==> config.mk <==
export PLATFORM = sky130hd
export DESIGN_NAME = supervisor_reset_watchdog
export DESIGN_NICKNAME = d
export VERILOG_FILES = /design/src/design/supervisor_pkg.sv /design/src/design/supervisor_reset_watchdog.sv
export VERILOG_INCLUDE_DIRS = /design/src /design/src/design
export SDC_FILE = /design/constraint.sdc
export NUM_CORES = 1
export LEC_CHECK = 0
export BUFFER_PORTS_ARGS = -buffer_cell sky130_fd_sc_hd__buf_2
export CAP_MARGIN = 20
export CORE_UTILIZATION = 57
export DETAILED_ROUTE_END_ITERATION = 8
export PLACE_DENSITY = 0.77
export SLEW_MARGIN = 40
export SYNTH_ARGS = -nofsm -noshare
export SYNTH_HDL_FRONTEND = slang
export SYNTH_SLANG_ARGS = --single-unit
==> constraint.sdc <==
create_clock -name clk -period 2.43 [get_ports clk]
set_input_delay 0.1215 -clock clk [delete_from_list [all_inputs] [get_ports clk]]
set_output_delay 0.1215 -clock clk [all_outputs]
set_load 0.02 [all_outputs]
==> src/design/supervisor_defs.svh <==
// timing constants for the reset supervisor
// assumes a 10 MHz clock; all counts derived from times in their own unit
`ifndef SUPERVISOR_DEFS_SVH
`define SUPERVISOR_DEFS_SVH
`define CLK_PERIOD_NS 100
`define CLK_PER_MS (1000000 / `CLK_PERIOD_NS)
`define WD_SHORT_MS 150
`define WD_MID_MS 600
`define WD_LONG_MS 1200
`define RST_ACTIVE_MS 610
`define PB_DEBOUNCE_MS 4
`define SUPPLY_DETECT_US 5
`define WD_SHORT_CYC (`WD_SHORT_MS * `CLK_PER_MS)
`define WD_MID_CYC (`WD_MID_MS * `CLK_PER_MS)
`define WD_LONG_CYC (`WD_LONG_MS * `CLK_PER_MS)
`define RST_ACTIVE_CYC (`RST_ACTIVE_MS * `CLK_PER_MS)
`define PB_DEBOUNCE_CYC (`PB_DEBOUNCE_MS * `CLK_PER_MS)
`define CNT_W 24
`endif

==> src/design/supervisor_pkg.sv <==
// types for the reset supervisor
// no surroundings assumed
package supervisor_pkg;
    typedef enum logic [1:0] {
        PERIOD_SHORT = 2'h0,
        PERIOD_MID = 2'h1,
        PERIOD_LONG = 2'h2
    } period_sel_type;
    typedef struct packed {
        logic reset_n;
        logic reset_hi;
    } reset_out_type;
endpackage

==> src/design/supervisor_reset_watchdog.sv <==
// reset supervisor: supply monitor, debounced manual reset, watchdog, stretched reset
// assumes all inputs synchronous to clk; supply comparator result arrives as a level
`timescale 1ns/1ps
`default_nettype none
`include "supervisor_defs.svh"
module supervisor_reset_watchdog #(
    parameter int unsigned WD_SHORT = `WD_SHORT_CYC,
    parameter int unsigned WD_MID = `WD_MID_CYC,
    parameter int unsigned WD_LONG = `WD_LONG_CYC,
    parameter int unsigned RST_ACTIVE = `RST_ACTIVE_CYC,
    parameter int unsigned PB_DEBOUNCE = `PB_DEBOUNCE_CYC
) (
    input wire logic clk,
    input wire logic reset,
    input wire logic supply_low,
    input wire logic threshold_select,
    input wire supervisor_pkg::period_sel_type watchdog_period_select,
    input wire logic manual_reset_n,
    input wire logic watchdog_strobe_n,
    output logic threshold_select_out,
    output supervisor_pkg::reset_out_type reset_out
);
    import supervisor_pkg::*;

    typedef enum logic [1:0] {
        RUN,
        HOLD,
        STRETCH
    } state_type;

    state_type state_r;
    logic [`CNT_W-1:0] wd_cnt_r;
    logic [`CNT_W-1:0] hold_cnt_r;
    logic [`CNT_W-1:0] pb_cnt_r;
    logic strobe_prev_r;
    logic pb_active_r;
    logic wd_fire_r;
    logic [`CNT_W-1:0] wd_limit;
    logic strobe_fall;
    logic cause;

    // threshold select is passed to the analog comparator, which reports supply_low
    always_ff @(posedge clk or posedge reset) begin
        if (reset) begin
            threshold_select_out <= 1'b0;
        end else begin
            threshold_select_out <= threshold_select;
        end
    end

    always_comb begin
        unique case (watchdog_period_select)
            PERIOD_MID: wd_limit = `CNT_W'(WD_MID);
            PERIOD_LONG: wd_limit = `CNT_W'(WD_LONG);
            default: wd_limit = `CNT_W'(WD_SHORT);
        endcase
    end

    assign strobe_fall = strobe_prev_r && !watchdog_strobe_n;
    assign cause = supply_low || pb_active_r || wd_fire_r;

    always_ff @(posedge clk or posedge reset) begin
        if (reset) begin
            strobe_prev_r <= 1'b1;
        end else begin
            strobe_prev_r <= watchdog_strobe_n;
        end
    end

    // debounce: 4 ms of steady low, so sub-1 ms glitches never qualify
    always_ff @(posedge clk or posedge reset) begin
        if (reset) begin
            pb_cnt_r <= '0;
            pb_active_r <= 1'b0;
        end else if (manual_reset_n) begin
            pb_cnt_r <= '0;
            pb_active_r <= 1'b0;
        end else if (pb_cnt_r < `CNT_W'(PB_DEBOUNCE - 1)) begin
            pb_cnt_r <= pb_cnt_r + `CNT_W'(1);
        end else begin
            pb_active_r <= 1'b1;
        end
    end

    // watchdog counts only while outputs released
    always_ff @(posedge clk or posedge reset) begin
        if (reset) begin
            wd_cnt_r <= '0;
            wd_fire_r <= 1'b0;
        end else if (state_r != RUN) begin
            wd_cnt_r <= '0;
            wd_fire_r <= 1'b0;
        end else if (strobe_fall) begin
            wd_cnt_r <= '0;
        end else if (wd_cnt_r >= wd_limit - `CNT_W'(1)) begin
            wd_fire_r <= 1'b1;
        end else begin
            wd_cnt_r <= wd_cnt_r + `CNT_W'(1);
        end
    end

    // power-up starts in hold so the system sees a full reset period
    always_ff @(posedge clk or posedge reset) begin
        if (reset) begin
            state_r <= HOLD;
            hold_cnt_r <= '0;
        end else begin
            unique case (state_r)
                RUN: begin
                    if (cause) begin
                        state_r <= HOLD;
                    end
                end
                HOLD: begin
                    hold_cnt_r <= '0;
                    if (!supply_low && !pb_active_r) begin
                        state_r <= STRETCH;
                    end
                end
                STRETCH: begin
                    if (supply_low || pb_active_r) begin
                        state_r <= HOLD;
                    end else if (hold_cnt_r >= `CNT_W'(RST_ACTIVE - 1)) begin
                        state_r <= RUN;
                    end else begin
                        hold_cnt_r <= hold_cnt_r + `CNT_W'(1);
                    end
                end
            endcase
        end
    end

    // outputs taken from one flop pair so they cannot disagree
    always_ff @(posedge clk or posedge reset) begin
        if (reset) begin
            reset_out <= '{reset_n: 1'b0, reset_hi: 1'b1};
        end else begin
            reset_out.reset_n <= !(cause || state_r != RUN);
            reset_out.reset_hi <= cause || state_r != RUN;
        end
    end

    complement_a: assert property (@(posedge clk) disable iff (reset)
        reset_out.reset_n == !reset_out.reset_hi) else $error("reset outputs not complementary");
    supply_assert_a: assert property (@(posedge clk) disable iff (reset)
        supply_low |=> reset_out.reset_hi) else $error("supply low did not assert reset");
    short_pulse_a: assert property (@(posedge clk) disable iff (reset)
        $fell(manual_reset_n) |-> !pb_active_r) else $error("manual reset qualified too soon");
    // a counter check instead of a long repetition: debounce spans tens of thousands of cycles
    pb_count_a: assert property (@(posedge clk) disable iff (reset)
        (!manual_reset_n && pb_cnt_r == `CNT_W'(PB_DEBOUNCE - 1)) |=> pb_active_r)
        else $error("manual reset not qualified in time");

    pb_glitch_a: assert property (@(posedge clk) disable iff (reset)
        $rose(pb_active_r) |-> pb_cnt_r == `CNT_W'(PB_DEBOUNCE - 1))
        else $error("manual reset qualified before full debounce");

    pb_clear_a: assert property (@(posedge clk) disable iff (reset)
        manual_reset_n |=> (!pb_active_r && pb_cnt_r == '0))
        else $error("manual release did not clear debounce");

    // stretch and output checks
    hold_block_a: assert property (@(posedge clk) disable iff (reset)
        (state_r == HOLD && (supply_low || pb_active_r)) |=> state_r == HOLD)
        else $error("hold left while a cause stands");

    supply_hold_a: assert property (@(posedge clk) disable iff (reset)
        supply_low |=> state_r == HOLD)
        else $error("supply low did not force hold");

    stretch_start_a: assert property (@(posedge clk) disable iff (reset)
        $rose(state_r == STRETCH) |-> hold_cnt_r == '0)
        else $error("stretch began with stale count");

    stretch_len_a: assert property (@(posedge clk) disable iff (reset)
        (state_r == STRETCH && hold_cnt_r < `CNT_W'(RST_ACTIVE - 1) && !supply_low && !pb_active_r)
        |=> state_r == STRETCH)
        else $error("stretch ended before active time");

    out_hold_a: assert property (@(posedge clk) disable iff (reset)
        (state_r != RUN) |=> reset_out.reset_hi)
        else $error("outputs released while not running");

    run_release_a: assert property (@(posedge clk) disable iff (reset)
        (state_r == RUN && !cause) |=> !reset_out.reset_hi)
        else $error("outputs stuck asserted while running");

    // watchdog and pass-through checks
    wd_count_a: assert property (@(posedge clk) disable iff (reset)
        (state_r == RUN && !strobe_fall && wd_cnt_r < wd_limit - `CNT_W'(1))
        |=> wd_cnt_r == $past(wd_cnt_r) + `CNT_W'(1))
        else $error("watchdog count did not advance");

    thresh_pass_a: assert property (@(posedge clk) disable iff (reset)
        threshold_select |=> threshold_select_out)
        else $error("threshold select not passed on");

    stretch_hold_a: assert property (@(posedge clk) disable iff (reset)
        $rose(state_r == STRETCH) |=> reset_out.reset_hi) else $error("stretch released early");
    wd_fire_a: assert property (@(posedge clk) disable iff (reset)
        wd_fire_r |=> ##1 reset_out.reset_hi) else $error("watchdog timeout lost");
    strobe_kick_a: assert property (@(posedge clk) disable iff (reset)
        (state_r == RUN && strobe_fall && !cause) |=> wd_cnt_r == '0) else $error("strobe did not restart");
    wd_restart_a: assert property (@(posedge clk) disable iff (reset)
        (state_r != RUN) |=> !wd_fire_r) else $error("watchdog not restarted by reset");
    release_c: cover property (@(posedge clk) disable iff (reset) $fell(reset_out.reset_hi));
    kick_c: cover property (@(posedge clk) disable iff (reset) state_r == RUN && strobe_fall);
    stretch_c: cover property (@(posedge clk) disable iff (reset) $rose(state_r == STRETCH));
    wd_c: cover property (@(posedge clk) disable iff (reset) $rose(wd_fire_r));
    pb_c: cover property (@(posedge clk) disable iff (reset) $rose(pb_active_r));
endmodule
`default_nettype wire

==> summary.md <==
| Metric | Value |
|---|---|
| Mapped cell area | `4572 sq um` |
| Core Footprint | `7727 sq um` |
| CTS tree | `yes` |
| Clk sink count | `80` |
| Slew HR | `0.5081` |
| Commonest cells post-synth | `dfrtp_1, nand2_1, a21oi_1` |
| Vias in the first global route | `3743` |
| Max-cap viol count | `0` |
| CTS H-tree lvls | `3` |
| Cell variety after synth | `55` |
| Drt wl/cell | `17.26 um` |
| Ys Warns | `0` |
| Root buffer cell | `clkbuf_8` |
| Worst setup margin | `-0.1238 ns` |
| Layout net count | `567` |
| Syn_area_per_cell | `9.545 sq um` |
| Outcome | `finished with violations` |
| Pleak | `2.351 nW` |
| Quantity of I/O buffers inserted on ports | `10` |
| Max Slew Vio Count | `0` |
| Inst Count DP | `611` |
| CP Max Fanout | `9` |
| Worst skew pair latency | `0.36 ns` |
| Slew at the pin closest to its max-slew limit | `0.7378 ns` |
| Syn Nets | `508` |
| Critical path data required time | `2.70 ns` |
| Primary FF master, synth | `dfrtp_1` |
| First-pass GRT wire length | `16.84 mm` |
| Worst Setup End Kind | `flop` |
| Worst Setup Start Kind | `flop` |
| Antenna-violating nets left | `0` |
| DIE WIDTH | `91.56 um` |
| Starting density of the core | `0.5916` |
| Total negative slack | `-0.9360 ns` |
| Hold crit path type | `in -> reg` |
| Period utilization | `1.051` |
| Synth area leaders | `dfrtp_1, ha_1, a21oi_1` |
| GR Overflow Total | `0` |
| Pwr/cell area | `455.4 nW/um^2` |
| Crit Path Class | `reg -> reg` |
| Fmax | `391.6 MHz` |
| RSZ-0062 raised after global routing | `yes` |
| Post-synth top area cell | `dfrtp_1` |
| Largest net degree at the start of global routing | `37` |
| EDFF count, synth | `0` |
| Global-route usage over all layers | `0.2523` |
| Final core occ | `0.7327` |
| Fin cells | `645` |
| Area post-placement | `4955 sq um` |
| Pwr Total | `2.578 mW` |
| Reg clk slew, reported paths | `0.08 ns` |
| Die area | `8383 sq um` |
| Number of DRC markers in iteration 0 | `213` |
| Register area share after synthesis | `0.4387` |
| Async set-reset flop share out of synthesis | `1.000` |
| Cts bufs inserted | `9` |
| Dpl hpwl | `6.758 mm` |
| FF+latch count, synth | `80` |
| # setup viols final | `19` |
| DR pass1 iterations | `4` |
| Fin crit period | `2.554 ns` |
| Area grow syn2layout | `23.84%` |
| Maximum clock path buffer count | `2` |
| Number of antenna repair diodes | `0` |
| Die Y | `91.56 um` |
| Clock Skew | `0.01206 ns` |
| CP Data Arrival Time | `2.82 ns` |
| Worst IR Drop VDD | `0.2678 mV` |
| Area share of the largest cell type after synthesis | `0.4215` |
| DR vias | `4057` |
| WHS | `0.02684 ns` |
| Final Hold Vio Count | `0` |
| Routability cong. | `0.8967` |
| Top-count cell post-synth | `dfrtp_1` |
| Via-to-Cell Ratio | `6.290` |
| Mapped Cells | `479` |
| Final WL | `11.14 mm` |
| Share of layout cells above drive strength 1 | `0.2652` |
| Ports | `11` |
| Failing checks | `setup timing` |
| Initial antenna violation count | `0` |
| Dpl ws | `-0.2123 ns` |
| Design area | `5662 sq um` |
| DRC Markers | `0` |
| Site Rows | `32` |
-- state kept, by name, summed over array words and instances (netlist names) --
name and flops:
threshold_select_out 1, wd_cnt_r 24, reset_out 2, wd_fire_r 1, pb_cnt_r 24, strobe_prev_r 1, state_r 2, pb_active_r 1
hold_cnt_r 24
-- cells by family (layout without fill, tap and decap cells) --
| kind of cell | after synthesis | after routing | synth area share |
|---|---|---|---|
| xor gates and xnor gates | 16 | 16 | 0.03065 |
| DFF | 80 | 80 | 0.4387 |
| AOI/OAI and AO/OA | 111 | 111 | 0.1678 |
| muxes | 7 | 7 | 0.01560 |
| adders and majority gates | 21 | 21 | 0.05747 |
| and+or+nand+nor | 204 | 204 | 0.2460 |
| buffers and inverters | 40 | 104 | 0.04379 |
-- critical path, stage by stage, from the launching register on --
cell       delay [ns]
dfrtp_1          0.40
ha_1             0.32
a31o_2           0.25
a41oi_1          0.23
or4b_4           0.20
o211ai_4         0.15
clkbuf_16        0.22
or4_1            0.51
a21oi_1          0.18
-- final timing paths --
check,startpoint,endpoint,slack [ns],cells after the start
worst max-delay path,wd_cnt_r[7]$_DFFE_PP0P_,wd_cnt_r[17]$_DFFE_PP0P_,-0.12,8
worst min-delay path,supply_low,state_r[0]$_DFFE_PP1P_,0.03,3
worst max register to register,wd_cnt_r[7]$_DFFE_PP0P_,wd_cnt_r[17]$_DFFE_PP0P_,-0.12,8
worst min register to register,pb_cnt_r[16]$_DFFE_PP0P_,pb_cnt_r[16]$_DFFE_PP0P_,0.51,1
max in group asynchronous,reset,reset_out[0]$_DFF_PP1_,1.34,4
min in group asynchronous,reset,wd_cnt_r[12]$_DFFE_PP0P_,0.38,3
-- routing by layer --
metal / GRT usage / vias up / share of wire
met4: 0.1058 / 0 / 0.023
li1: - / 1895 / -
met2: 0.4085 / 103 / 0.50
met5: 0 / - / 0
met3: 0.05695 / 26 / 0.039
met1: 0.3255 / 2033 / 0.44
-- cell usage in the layout (no fill, tap or decap), drive strengths merged, types with 7 or more instances in the layout --
cell type  Yosys  layout
nand4          7       7
clkbuf        11      14
a21oi         39      39
buf           10      63
ha            21      21
nand2         48      48
dfrtp         77      77
xnor2         14      14
o21ai         28      28
and4          11      11
nand3         23      23
and3          13      13
o31ai         12      12
or3           21      21
nor2b         10      10
or4           20      20
nor2          28      28
inv           19      18
-- where the power goes --
part           total [mW]  switching (mW)  internal [mW]
logic               0.225           0.143         0.0824
registers            1.37          0.0170           1.35
clock network       0.985           0.484          0.501
total                2.58           0.644           1.93
-- timing repair --
| item | 4_1_cts | 5_1_grt |
|---|---|---|
| pin swaps | 2 | 32 |
| endpoints found under the hold margin | 36 | 0 |
| cloned | 0 | 4 |
| hold buffers | 3 | 0 |
| setup buffers | 0 | 11 |
| gates resized for setup | 3 | 61 |
| setup endpoints to repair | 12 | 31 |
-- final cells by class --
class | instances | area (sq um)
flip-flops and latches | 80 | 2007
well taps | 102 | 127.6
repair buffers | 69 | 608.1
inverters | 19 | 72.57
clock inverters | 5 | 56.30
multi-input cells | 359 | 2649
fillers | 536 | 2066
clock buffers | 11 | 141.4
No activity file was read; power rests on OpenSTA's default activity.
